===== config.mk =====
export PLATFORM = sky130hd
export DESIGN_NAME = ssft_sensor_flat
export DESIGN_NICKNAME = d
export VERILOG_FILES = /design/src/design/ssft_pkg.sv /design/src/design/ssft_link_if.sv /design/src/design/ssft_sensor.sv /design/src/flat_wrapper.sv
export SDC_FILE = /design/constraint.sdc
export NUM_CORES = 1
export LEC_CHECK = 0
export ABC_AREA = 1
export BUFFER_PORTS_ARGS = -buffer_cell sky130_fd_sc_hd__buf_2
export CAP_MARGIN = 10
export CORE_ASPECT_RATIO = 1.75
export CORE_MARGIN = 5
export CORE_UTILIZATION = 45
export DETAILED_ROUTE_END_ITERATION = 8
export GPL_TIMING_DRIVEN = 0
export SLEW_MARGIN = 20
export SYNTH_ARGS = -nofsm -noshare
export SYNTH_HDL_FRONTEND = slang
export SYNTH_SLANG_ARGS = --single-unit

===== constraint.sdc =====
create_clock -name sys_clk -period 21.3 [get_ports sys_clk]
set_input_delay 0 -clock sys_clk [delete_from_list [all_inputs] [get_ports sys_clk]]
set_output_delay 0 -clock sys_clk [all_outputs]
set_load 0.05 [all_outputs]

===== src/design/ssft_pkg.sv =====
package ssft_pkg;
  // System clock doubles as the sensor master clock
  localparam int unsigned CLK_PERIOD_PS = 5000;
  // Start-up waits, in their own units
  localparam int unsigned T_RESET_HOLD_NS = 1000;
  localparam int unsigned T_POST_RESET_NS = 1000;
  localparam int unsigned T_SETTLE_TYP_MS = 5;
  localparam int unsigned T_SETTLE_MAX_MS = 20;
  localparam int unsigned RESET_HOLD_CYC = (T_RESET_HOLD_NS * 1000 + CLK_PERIOD_PS - 1) / CLK_PERIOD_PS;
  localparam int unsigned POST_RESET_CYC = (T_POST_RESET_NS * 1000 + CLK_PERIOD_PS - 1) / CLK_PERIOD_PS;
  localparam int unsigned SETTLE_TYP_CYC = (T_SETTLE_TYP_MS * 1000000 / CLK_PERIOD_PS) * 1000;
  localparam int unsigned SETTLE_MAX_CYC = (T_SETTLE_MAX_MS * 1000000 / CLK_PERIOD_PS) * 1000;
  // Serial bit clock ratios
  localparam logic [3:0] RATIO_10BIT = 4'ha;
  localparam logic [3:0] RATIO_12BIT = 4'hc;
  // Timing formula constants
  localparam logic [7:0] CYC_PER_UNIT = 8'h81;
  localparam logic [2:0] OUT_CODE_MAX = 3'h4;
  localparam logic [5:0] FOT_FIXED = 6'h02;
  // Sensor register addresses
  localparam logic [6:0] ADR_LINES_LO = 7'h01;
  localparam logic [6:0] ADR_LINES_HI = 7'h02;
  localparam logic [6:0] ADR_EXP_LO = 7'h2a;
  localparam logic [6:0] ADR_EXP_MID = 7'h2b;
  localparam logic [6:0] ADR_EXP_HI = 7'h2c;
  localparam logic [6:0] ADR_FRAMES_LO = 7'h46;
  localparam logic [6:0] ADR_FRAMES_HI = 7'h47;
  localparam logic [6:0] ADR_OUT_CODE = 7'h48;
  localparam logic [6:0] ADR_FOT_LEN = 7'h49;
  localparam logic [6:0] ADR_BIT_MODE = 7'h4a;
  localparam logic [6:0] ADR_GAIN = 7'h50;
  // Sensor register reset values
  localparam logic [15:0] RST_LINES = 16'h0440;
  localparam logic [23:0] RST_EXP = 24'h000400;
  localparam logic [15:0] RST_FRAMES = 16'h0001;
  localparam logic [2:0] RST_OUT_CODE = 3'h4;
  localparam logic [7:0] RST_FOT_LEN = 8'h0a;
  localparam logic [7:0] RST_GAIN = 8'h20;
  // Controller register map
  localparam logic [3:0] CREG_CTRL = 4'h0;
  localparam logic [3:0] CREG_UPLOAD = 4'h1;
  localparam logic [3:0] CREG_FRAME = 4'h2;
  localparam logic [3:0] CREG_STATUS = 4'h3;
  localparam int unsigned CTRL_UPLOAD_MODE = 0;
  localparam int unsigned CTRL_MODE12 = 1;
  localparam int unsigned CTRL_MAX_GAIN = 2;
  localparam int unsigned CTRL_UPLOAD_DONE = 3;
  localparam int unsigned CTRL_RESTART = 4;
  localparam int unsigned STAT_READY = 3;
  localparam int unsigned STAT_BUSY = 4;
  localparam int unsigned STAT_REFUSED = 5;
endpackage


===== src/design/ssft_link_if.sv =====
`timescale 1ns/1ps
interface ssft_link_if;
  logic master_clk_run;
  logic [3:0] bit_clk_ratio;
  logic system_reset_low;
  logic frame_request;
  logic upload_valid;
  logic [6:0] upload_addr;
  logic [7:0] upload_data;
  logic dev_exposing;
  logic dev_fot;
  logic dev_readout;
  logic dev_busy;
  logic frame_done;
  modport dev (
    input master_clk_run,
    input bit_clk_ratio,
    input system_reset_low,
    input frame_request,
    input upload_valid,
    input upload_addr,
    input upload_data,
    output dev_exposing,
    output dev_fot,
    output dev_readout,
    output dev_busy,
    output frame_done
  );
  modport ctl (
    output master_clk_run,
    output bit_clk_ratio,
    output system_reset_low,
    output frame_request,
    output upload_valid,
    output upload_addr,
    output upload_data,
    input dev_exposing,
    input dev_fot,
    input dev_readout,
    input dev_busy,
    input frame_done
  );
endinterface


===== src/design/ssft_sensor.sv =====
// The strobed register port and the register offsets were decided locally.
`timescale 1ns/1ps
module ssft_sensor
  import ssft_pkg::*;
(
  input wire logic sys_clk,
  input wire logic rst_n,
  ssft_link_if.dev link,
  output logic [7:0] gain_setting,
  output logic [7:0] fot_length,
  output logic bit_mode_12,
  output logic [15:0] frames_sent,
  output logic [31:0] frame_period_cyc
);

  typedef enum {
    SS_IDLE,
    SS_EXPOSE,
    SS_FOT,
    SS_READ,
    SS_WAIT_EXP
  } ssft_seq_t;

  typedef struct packed {
    logic [1:0] rstl_sync;
    logic [1:0] req_sync;
    logic req_prev;
    logic [1:0] upl_sync;
    logic [1:0][14:0] upl_word;
    logic [15:0] lines;
    logic [23:0] exposure;
    logic [15:0] frames;
    logic [2:0] out_code;
    logic [7:0] fot_len;
    logic mode12;
    logic [7:0] gain;
    ssft_seq_t seq;
    logic [31:0] cnt;
    logic [23:0] exp_cnt;
    logic exp_on;
    logic exp_ready;
    logic [15:0] left;
    logic done;
    logic [15:0] sent;
    logic [31:0] period_cnt;
    logic [31:0] period;
  } ssft_dev_state_t;

  ssft_dev_state_t state_reg;
  ssft_dev_state_t state_next;
  logic [4:0] per_output;
  logic [15:0] line_base;
  logic [15:0] line_cyc;
  logic [31:0] fot_cyc;
  logic [31:0] ro_cyc;
  logic req_rise;
  logic [23:0] exp_load;

  // Cycle budgets of one frame, in master clock periods
  always_comb
  begin
    per_output = 5'h01 << (OUT_CODE_MAX - state_reg.out_code);
    line_base = 16'(CYC_PER_UNIT) * 16'(per_output);
    // 12-bit conversion stretches each line by 12/10
    if (state_reg.mode12)
    begin
      line_cyc = 16'((32'(line_base) * 32'(RATIO_12BIT)) / 32'(RATIO_10BIT));
    end
    else
    begin
      line_cyc = line_base;
    end
    fot_cyc = (32'(state_reg.fot_len) + 32'(FOT_FIXED) * 32'(per_output))
      * 32'(CYC_PER_UNIT);
    ro_cyc = 32'(line_cyc) * 32'(state_reg.lines);
    req_rise = state_reg.req_sync[1] && !state_reg.req_prev;
    exp_load = (state_reg.exposure == 24'h000000) ? 24'h000001 : state_reg.exposure;
  end

  always_comb
  begin
    state_next = state_reg;
    state_next.rstl_sync = {state_reg.rstl_sync[0], link.system_reset_low};
    state_next.req_sync = {state_reg.req_sync[0], link.frame_request};
    state_next.req_prev = state_reg.req_sync[1];
    state_next.upl_sync = {state_reg.upl_sync[0], link.upload_valid};
    state_next.upl_word = {state_reg.upl_word[0], link.upload_addr, link.upload_data};
    state_next.done = 1'b0;
    if (state_reg.seq != SS_IDLE)
    begin
      state_next.period_cnt = state_reg.period_cnt + 32'h00000001;
    end
    // Exposure timer runs beside the read-out of the previous frame
    if (state_reg.exp_on)
    begin
      if (state_reg.exp_cnt <= 24'h000001)
      begin
        state_next.exp_on = 1'b0;
        state_next.exp_ready = 1'b1;
      end
      else
      begin
        state_next.exp_cnt = state_reg.exp_cnt - 24'h000001;
      end
    end
    case (state_reg.seq)
      SS_IDLE:
      begin
        // Request while busy is ignored by leaving this state only here
        if (req_rise && state_reg.frames != 16'h0000)
        begin
          state_next.left = state_reg.frames;
          state_next.exp_cnt = exp_load;
          state_next.exp_on = 1'b1;
          state_next.exp_ready = 1'b0;
          state_next.period_cnt = 32'h00000000;
          state_next.seq = SS_EXPOSE;
        end
      end
      SS_EXPOSE, SS_WAIT_EXP:
      begin
        // Long exposure holds off the next overhead interval
        if (state_reg.exp_ready)
        begin
          state_next.exp_ready = 1'b0;
          state_next.cnt = fot_cyc - 32'h00000001;
          state_next.seq = SS_FOT;
        end
      end
      SS_FOT:
      begin
        if (state_reg.cnt == 32'h00000000)
        begin
          state_next.cnt = ro_cyc - 32'h00000001;
          state_next.seq = SS_READ;
          state_next.left = state_reg.left - 16'h0001;
          if (state_reg.left != 16'h0001)
          begin
            state_next.exp_cnt = exp_load;
            state_next.exp_on = 1'b1;
          end
        end
        else
        begin
          state_next.cnt = state_reg.cnt - 32'h00000001;
        end
      end
      SS_READ:
      begin
        if (state_reg.cnt == 32'h00000000)
        begin
          state_next.done = 1'b1;
          state_next.sent = state_reg.sent + 16'h0001;
          state_next.period = state_reg.period_cnt + 32'h00000001;
          state_next.period_cnt = 32'h00000000;
          if (state_reg.left == 16'h0000)
          begin
            state_next.seq = SS_IDLE;
          end
          else if (state_reg.exp_ready || (state_reg.exp_on && state_reg.exp_cnt <= 24'h000001))
          begin
            // Short exposure: next overhead follows the read-out at once
            state_next.exp_ready = 1'b0;
            state_next.exp_on = 1'b0;
            state_next.cnt = fot_cyc - 32'h00000001;
            state_next.seq = SS_FOT;
          end
          else
          begin
            state_next.seq = SS_WAIT_EXP;
          end
        end
        else
        begin
          state_next.cnt = state_reg.cnt - 32'h00000001;
        end
      end
      default:
      begin
        state_next.seq = SS_IDLE;
      end
    endcase
    // Register upload from the controller
    if (state_reg.upl_sync[1])
    begin
      case (state_reg.upl_word[1][14:8])
        ADR_LINES_LO: state_next.lines[7:0] = state_reg.upl_word[1][7:0];
        ADR_LINES_HI: state_next.lines[15:8] = state_reg.upl_word[1][7:0];
        ADR_EXP_LO: state_next.exposure[7:0] = state_reg.upl_word[1][7:0];
        ADR_EXP_MID: state_next.exposure[15:8] = state_reg.upl_word[1][7:0];
        ADR_EXP_HI: state_next.exposure[23:16] = state_reg.upl_word[1][7:0];
        ADR_FRAMES_LO: state_next.frames[7:0] = state_reg.upl_word[1][7:0];
        ADR_FRAMES_HI: state_next.frames[15:8] = state_reg.upl_word[1][7:0];
        ADR_OUT_CODE:
        begin
          if (state_reg.upl_word[1][7:0] <= {5'h00, OUT_CODE_MAX})
          begin
            state_next.out_code = state_reg.upl_word[1][2:0];
          end
        end
        ADR_FOT_LEN: state_next.fot_len = state_reg.upl_word[1][7:0];
        ADR_BIT_MODE: state_next.mode12 = state_reg.upl_word[1][0];
        ADR_GAIN: state_next.gain = state_reg.upl_word[1][7:0];
        default: state_next.gain = state_next.gain;
      endcase
    end
    // Low system reset restores defaults and parks the sequencer
    if (!state_reg.rstl_sync[1])
    begin
      state_next.lines = RST_LINES;
      state_next.exposure = RST_EXP;
      state_next.frames = RST_FRAMES;
      state_next.out_code = RST_OUT_CODE;
      state_next.fot_len = RST_FOT_LEN;
      state_next.mode12 = 1'b0;
      state_next.gain = RST_GAIN;
      state_next.seq = SS_IDLE;
      state_next.cnt = 32'h00000000;
      state_next.exp_cnt = 24'h000000;
      state_next.exp_on = 1'b0;
      state_next.exp_ready = 1'b0;
      state_next.left = 16'h0000;
      state_next.done = 1'b0;
      state_next.sent = 16'h0000;
      state_next.period_cnt = 32'h00000000;
    end
  end

  always_ff @(posedge sys_clk or negedge rst_n)
  begin
    if (!rst_n)
    begin
      state_reg <= '{
        rstl_sync: 2'h0, req_sync: 2'h0, req_prev: 1'b0, upl_sync: 2'h0,
        lines: RST_LINES, exposure: RST_EXP, frames: RST_FRAMES,
        out_code: RST_OUT_CODE, fot_len: RST_FOT_LEN, mode12: 1'b0,
        gain: RST_GAIN, seq: SS_IDLE, cnt: 32'h00000000, exp_cnt: 24'h000000,
        exp_on: 1'b0, exp_ready: 1'b0, left: 16'h0000, done: 1'b0, upl_word: 30'h00000000,
        sent: 16'h0000, period_cnt: 32'h00000000, period: 32'h00000000};
    end
    else
    begin
      state_reg <= state_next;
    end
  end

  assign link.dev_exposing = state_reg.exp_on;
  assign link.dev_fot = (state_reg.seq == SS_FOT);
  assign link.dev_readout = (state_reg.seq == SS_READ);
  assign link.dev_busy = (state_reg.seq != SS_IDLE);
  assign link.frame_done = state_reg.done;
  assign gain_setting = state_reg.gain;
  assign fot_length = state_reg.fot_len;
  assign bit_mode_12 = state_reg.mode12;
  assign frames_sent = state_reg.sent;
  assign frame_period_cyc = state_reg.period;

endmodule


===== src/flat_wrapper.sv =====
// flat-port wrapper written by rule: the top's interface ports become plain ports
module ssft_sensor_flat import ssft_pkg::*;
  (sys_clk, rst_n, gain_setting, fot_length, bit_mode_12, frames_sent, frame_period_cyc, link_master_clk_run, link_bit_clk_ratio, link_system_reset_low, link_frame_request, link_upload_valid, link_upload_addr, link_upload_data, link_dev_exposing, link_dev_fot, link_dev_readout, link_dev_busy, link_frame_done);
  ssft_link_if link_i ();
  input wire logic sys_clk;
  input wire logic rst_n;
  output logic [7:0] gain_setting;
  output logic [7:0] fot_length;
  output logic bit_mode_12;
  output logic [15:0] frames_sent;
  output logic [31:0] frame_period_cyc;
  input wire logic [$bits(link_i.master_clk_run)-1:0] link_master_clk_run;
  input wire logic [$bits(link_i.bit_clk_ratio)-1:0] link_bit_clk_ratio;
  input wire logic [$bits(link_i.system_reset_low)-1:0] link_system_reset_low;
  input wire logic [$bits(link_i.frame_request)-1:0] link_frame_request;
  input wire logic [$bits(link_i.upload_valid)-1:0] link_upload_valid;
  input wire logic [$bits(link_i.upload_addr)-1:0] link_upload_addr;
  input wire logic [$bits(link_i.upload_data)-1:0] link_upload_data;
  output wire logic [$bits(link_i.dev_exposing)-1:0] link_dev_exposing;
  output wire logic [$bits(link_i.dev_fot)-1:0] link_dev_fot;
  output wire logic [$bits(link_i.dev_readout)-1:0] link_dev_readout;
  output wire logic [$bits(link_i.dev_busy)-1:0] link_dev_busy;
  output wire logic [$bits(link_i.frame_done)-1:0] link_frame_done;
  assign link_i.master_clk_run = link_master_clk_run;
  assign link_i.bit_clk_ratio = link_bit_clk_ratio;
  assign link_i.system_reset_low = link_system_reset_low;
  assign link_i.frame_request = link_frame_request;
  assign link_i.upload_valid = link_upload_valid;
  assign link_i.upload_addr = link_upload_addr;
  assign link_i.upload_data = link_upload_data;
  assign link_dev_exposing = link_i.dev_exposing;
  assign link_dev_fot = link_i.dev_fot;
  assign link_dev_readout = link_i.dev_readout;
  assign link_dev_busy = link_i.dev_busy;
  assign link_frame_done = link_i.frame_done;
  ssft_sensor u_core (.sys_clk(sys_clk), .rst_n(rst_n), .link(link_i), .gain_setting(gain_setting), .fot_length(fot_length), .bit_mode_12(bit_mode_12), .frames_sent(frames_sent), .frame_period_cyc(frame_period_cyc));
endmodule

==> results of run 1 <==
[layout make-up]
class / count / area share [%]
Clock inverter: 12 / 0.833
Inverter: 722 / 8.89
Timing Repair Buffer: 115 / 2.54
Multi-Input combinational cell: 2722 / 56.9
Tap cell: 793 / 3.25
Buffer: 156 / 3.03
Sequential cell: 271 / 22.3
Clock buffer: 32 / 2.23
[kinds of logic after synthesis]
logic type	synth area share (%)
and+or+nand+nor	27.2
buffers and inverters	13.1
AOI/OAI and AO/OA	11.0
adders and majority gates	20.5
DFF	24.5
xor gates and xnor gates	3.60
[layout by cell type (no fill, tap or decap), types with 18 or more instances in the layout]
cell type and count:
fa_1 170, xor2_1 90, nor4_1 20, inv_2 29, nand4_1 80, clkbuf_1 70
nand3_1 244, buf_2 94, dlygate4sd3_1 20, buf_4 67, nor2_2 18, o21ai_0 266
clkbuf_16 24, nand2_2 29, a21oi_1 112, nor3_1 41, xnor2_1 24, o22ai_1 39
nor2_1 401, nand2_1 820, ha_1 182, dfrtp_1 263, inv_1 679
[power groups by stage]
stage | clock network [mW] | registers, mW | logic, mW
2_1_floorplan | 0 | 0.655 | 1.67
3_3_place_gp | 0 | 0.674 | 2.24
3_5_place_dp | 0 | 0.673 | 2.26
4_1_cts | 0.539 | 0.665 | 2.28
5_1_grt | 0.554 | 0.677 | 2.57
6_report | 0.530 | 0.667 | 2.28
[per-stage QoR]
step	instances	cell area, µm²	hold slack (ps)	worst slack, ps	power (mW)
after floorplan	3871	27700	-296	5360	2.33
final	4823	30500	13.9	1440	3.48
after CTS	4820	30400	55.4	554	3.48
after global routing	4823	30500	87.2	14.0	3.80
after global placement	4753	29200	108	615	2.92
after detailed placement	4756	29300	-197	569	2.93
[synthesized netlist by cell type, types with 24 or more instances]
cell type and number:
dfrtp_1 263, inv_2 29, xnor2_1 24, fa_1 170, o21ai_0 268, inv_1 679, clkbuf_1 67, nor3_1 41
nand3_1 245, xor2_1 90, ha_1 183, buf_4 66, nand2_1 820, nor2_1 406, nand2_2 29, nand4_1 80
o22ai_1 39, a21oi_1 112
[layer usage]
| metal | vias to the layer above | global-route usage, % |
|---|---|---|
| li1 | 12500 | - |
| met1 | 12300 | 26.4 |
| met2 | 693 | 51.9 |
| met3 | 305 | 1.91 |
| met4 | 0 | 15.9 |
| met5 | - | 0 |
[repair_timing]
action,4_1_cts,5_1_grt
endpoints found under the hold margin,198,0
endpoints found under the setup margin,0,9
hold buffers,20,0
resized for setup,0,15
setup buffers,0,2
[worst register-to-register path, delay by kind of cell, from the launching register on]
| kind | cells | cell delay (ps) |
|---|---|---|
| fa+ha+maj | 10 | 4300 |
| simple gates | 79 | 9960 |
| compound gates | 15 | 2460 |
| flops | 1 | 500 |
| xor+xnor | 1 | 300 |
| buf+inv | 18 | 2290 |
[worst paths after layout]
kind / cells after the start / start / slack, ps / endpoint
worst max-delay path: 123 / u_core.state_reg[205] / 1440 / u_core.state_reg[154]
worst min-delay path: 3 / rst_n / 10 / u_core.state_reg[136]
worst max register to register: 123 / u_core.state_reg[205] / 1440 / u_core.state_reg[154]
worst min register to register: 0 / u_core.state_next[279] / 350 / u_core.state_reg[279]
max in group asynchronous: 4 / rst_n / 20330 / u_core.gain_setting[5]
min in group sys_clk: 2 / link_upload_data[0] / 80 / u_core.state_next[278]
==> impl_metrics.py, run 1 <==
metrics = {
    "sta": {
        "worst_pin_slew_ps": 1040,
        "fmax_mhz": 50.4,
        "setup_viol": 0,
        "hold_viol_final": 0,
        "period_minus_slack_ps": 19860,
        "max_slew_margin_pct": 30.3,
        "fin_crit_sh_pct": 93.2,
        "maxSlewViolCount": 0,
        "final.setup.tns_ps": 0,
        "rsz0062_at_grt": "false",
        "skew_ps": 15.0,
    },
    "power": {
        "internal-power_mw": 1.63,
        "pwr-share-comb_pct": 65.5,
        "power_leakage_nw": 15.7,
        "ir_drop_uv": 91.7,
        "p_seq_share_pct": 19.2,
        "clockPowerShare_pct": 15.3,
        "p_sw_share_pct": 53.2,
        "p_switching_mw": 1.85,
        "p_per_area_mw_per_mm2": 114,
    },
    "placed_design": {
        "place_congestion": 0.949,
        "hpwl_mm": 73.6,
        "port_buffers": 89,
    },
    "grt": {
        "grt_pass1_vias": 26700,
        "grt_pass1_wl_mm": 142,
        "grt_remaining_overflow": 0,
        "grt_max_degree": 92,
        "track_usage_pct": 26.5,
        "antenna_found_initial": 1,
    },
    "synthesis": {
        "syn-num-nets": 4249,
        "synth_cell_types": 67,
        "async_reset_ff_share_pct": 100,
        "netlist_area_mm2": 0.0277,
        "yosysTopAreaCell": "dfrtp_1",
        "yosys-top-cells-area": "dfrtp_1 24%, fa_1 12%, nand2_1 11%, inv_1 9.2%, ha_1 8.3%",
        "synth_warnings": 0,
        "synth-seq-cells": 271,
        "syn_inst": 3871,
        "synth_flop_cell": "dfrtp_1",
        "synth.top_cell.area_share_pct": 23.7,
        "ys_seq_area_share_pct": 24.5,
        "synth_edf_count": 0,
        "synth_area_per_cell_um2": 7.17,
    },
    "clocking": {
        "path_clk_slew_ps": 80,
        "cts_sinks": 271,
        "cts_buffers": 24,
        "insertion_delay_ps": 570,
        "cts-htree-levels": 1,
        "cts_tree": "done",
        "clockRootBuffer": "clkbuf_16",
        "clock_path_buffers": 3,
    },
    "setup_path": {
        "arrival_ps": 20350,
        "crit_type": "flop to flop",
        "cp-start-kind": "flop",
        "path_max_fanout": 10,
        "cp_slowest_cell": "fa_1",
        "required_ps": 21790,
        "cpLargestDelayFamily": "simple AND/OR/NAND/NOR gates",
        "worst_setup_path_end_kind": "flop",
        "cp_common_cell": "nand2_1",
        "path_buf_inv": 18,
        "cpPeakStageDelay_ps": 550,
    },
    "route": {
        "drc": 0,
        "met1_length_mm": 30.1,
        "wl_mm": 89.2,
        "vias": 25800,
        "wl_met3_mm": 2.84,
        "met2WireLength_mm": 49.6,
        "drt_pass1_iterations": 5,
        "drt_iter0_markers": 1285,
        "routedWlPerCell_um": 18.5,
        "dr.max_layer_used": "met4",
        "postRouteAntennaNets": 0,
        "vias_per_cell": 5.34,
    },
    "layout": {
        "final_layout_size_suffix_gt1_share_pct": 9.16,
        "final_util_pct": 49.9,
        "seq_area_mm2": 0.00679,
        "multi_input_comb_area_mm2": 0.0174,
        "nNetsFinal": 4390,
        "largest_reg_flops": 185,
        "n_antenna_cell": 0,
        "syn_to_final_growth_pct": 9.91,
        "fillers": 6345,
    },
    "outcome": {
        "status": "finished clean",
    },
    "floorplan": {
        "core_mm2": 0.0611,
        "dieWidth_um": 198,
        "io_pins": 95,
        "start_util_pct": 45.4,
        "dieArea_mm2": 0.0669,
        "die_h_um": 338,
        "placementRows": 120,
    },
    "flow_run": {
        "cap_violations": 0,
    },
    "min_path": {
        "min_path_type": "input port to async pin",
    },
}
(Power assumes the default switching activity.)
==> run 2: changes to the inputs <==
==> constraint.sdc (replaced) <==
create_clock -name sys_clk -period 21.3 [get_ports sys_clk]
set_input_delay 1.065 -clock sys_clk [delete_from_list [all_inputs] [get_ports sys_clk]]
set_output_delay 1.065 -clock sys_clk [all_outputs]
set_load 0.05 [all_outputs]
==> impl_metrics.py, run 2 (synthesized netlist as in run 1, its figures left out) <==
metrics = {
    "power": {
        "ir_drop_uv": 91.0,
        "p_per_area_mw_per_mm2": 115,
        "power_leakage_nw": 15.6,
    },
    "setup_path": {
        "reg2reg_depth": 126,
        "reg2reg_setup_slack_ps": 1450,
        "required_ps": 21790,
        "cpPeakStageDelay_ps": 660,
        "cp_slowest_cell": "dfstp_2",
        "worst_setup_path_end_kind": "flop",
        "r2r-end": "u_core.state_reg[154]",
        "path_max_fanout": 10,
        "cp-start-kind": "flop",
        "arrival_ps": 20340,
        "crit_type": "flop to flop",
        "cp_common_cell": "nand2_1",
        "r2r-start": "u_core.state_reg[206]",
    },
    "floorplan": {
        "placementRows": 120,
        "start_util_pct": 45.4,
        "core_mm2": 0.0611,
        "dieWidth_um": 198,
        "dieArea_mm2": 0.0669,
        "die_h_um": 338,
        "io_pins": 95,
    },
    "sta": {
        "final.setup.tns_ps": 0,
        "worst_pin_slew_ps": 1060,
        "rsz0062_at_grt": "false",
        "hold_viol_final": 0,
        "period_minus_slack_ps": 19850,
        "timing.hold.ws_ps": 298,
        "setup_viol": 0,
        "skew_ps": 16.1,
        "fin_crit_sh_pct": 93.2,
        "fmax_mhz": 50.4,
        "maxSlewViolCount": 0,
        "max_slew_margin_pct": 29.4,
    },
    "outcome": {
        "status": "finished clean",
    },
    "route": {
        "vias_per_cell": 5.34,
        "drc": 0,
        "drt_pass1_iterations": 5,
        "vias": 25600,
        "drt_iter0_markers": 1175,
        "routedWlPerCell_um": 18.5,
        "postRouteAntennaNets": 0,
        "wl_mm": 88.8,
    },
    "clocking": {
        "cts_buffers": 24,
        "cts_sinks": 271,
        "path_clk_slew_ps": 80,
        "cts-htree-levels": 1,
        "cts_tree": "done",
        "clock_path_buffers": 3,
        "clockRootBuffer": "clkbuf_16",
        "insertion_delay_ps": 570,
    },
    "layout": {
        "fillers": 6364,
        "nNetsFinal": 4370,
        "final_cell_mix": "820 x nand2_1, 679 x inv_1, 401 x nor2_1",
        "final_common_cell": "nand2_1",
        "largest_reg_flops": 185,
        "seq_area_mm2": 0.00679,
        "syn_to_final_growth_pct": 9.19,
        "final_util_pct": 49.6,
        "final_layout_size_suffix_gt1_share_pct": 9.20,
        "multi_input_comb_area_mm2": 0.0174,
        "n_antenna_cell": 0,
    },
    "grt": {
        "antenna_found_initial": 1,
        "grt_pass1_wl_mm": 141,
        "grt_pass1_vias": 26600,
        "grt_max_degree": 92,
        "track_usage_pct": 26.3,
        "grt_remaining_overflow": 0,
    },
    "placed_design": {
        "hpwl_mm": 73.6,
        "place_congestion": 0.949,
        "port_buffers": 89,
    },
    "min_path": {
        "min_path_type": "input port to async pin",
    },
    "flow_run": {
        "cap_violations": 0,
    },
}
## run 2: cell types whose count changed in the layout (fill, tap and decap cells not counted)
| cell | previous run | this run |
|---|---|---|
| dlygate4sd3_1 | 20 | 0 |
## run 2: report_power, final
group          internal, mW  leakage [nW]  switching [mW]  total, mW
clock network         0.311         0.445           0.219      0.530
registers             0.592          3.55          0.0750      0.667
logic                 0.723          11.6            1.55       2.27
## run 2: per-stage QoR
stage | area, µm² | setup slack (ps) | cells | power (mW)
after floorplan | 27700 | 5360 | 3871 | 2.33
after global routing | 30300 | 14.0 | 4803 | 3.80
after CTS | 30200 | 554 | 4800 | 3.48
after global placement | 29200 | 615 | 4753 | 2.92
final | 30300 | 1450 | 4803 | 3.47
after detailed placement | 29300 | 569 | 4756 | 2.93
## run 2: worst max-delay path, delay by kind of cell (launching register included)
| family | cells | cell delay (ps) |
|---|---|---|
| AND/OR/NAND/NOR | 76 | 9240 |
| adder cells (fa/ha/maj) | 11 | 4380 |
| AO/OA/AOI/OAI | 16 | 2580 |
| buffers and inverters | 21 | 2340 |
| flip-flops | 1 | 660 |
| XOR/XNOR | 2 | 500 |
## run 2: area by class of cell
type,count,area share [%]
tap,793,3.28
multi-input combinational,2722,57.3
timing repair buffer,95,1.89
inverter,722,8.95
clock buffer,32,2.25
clock inverter,12,0.839
sequential,271,22.4
buffer,156,3.05
## run 2: repair_timing
action                     CTS  global route
buffers inserted             0             2
hold endpoints to repair     0             0
gates resized for setup      0            15
hold buffers                 0             0
setup endpoints to repair    0             9
## run 2: worst max path at each step
stage                            endpoint  depth (start not counted)             startpoint
global route        u_core.state_reg[154]                        126  u_core.state_reg[206]
floorplan           u_core.state_reg[154]                        126  u_core.state_reg[206]
global placement    u_core.state_reg[154]                        124  u_core.state_reg[204]
finish              u_core.state_reg[154]                        126  u_core.state_reg[206]
detailed placement  u_core.state_reg[154]                        124  u_core.state_reg[204]
CTS                 u_core.state_reg[154]                        124  u_core.state_reg[204]
## run 2: metal layers
layer / global-route usage [%] / wire (µm) / vias up
met3: 1.98 / 2950 / 301
met2: 51.7 / 49400 / 690
met5: 0 / 0 / -
met4: 15.7 / 6440 / 0
met1: 26.2 / 29900 / 12200
li1: - / - / 12500
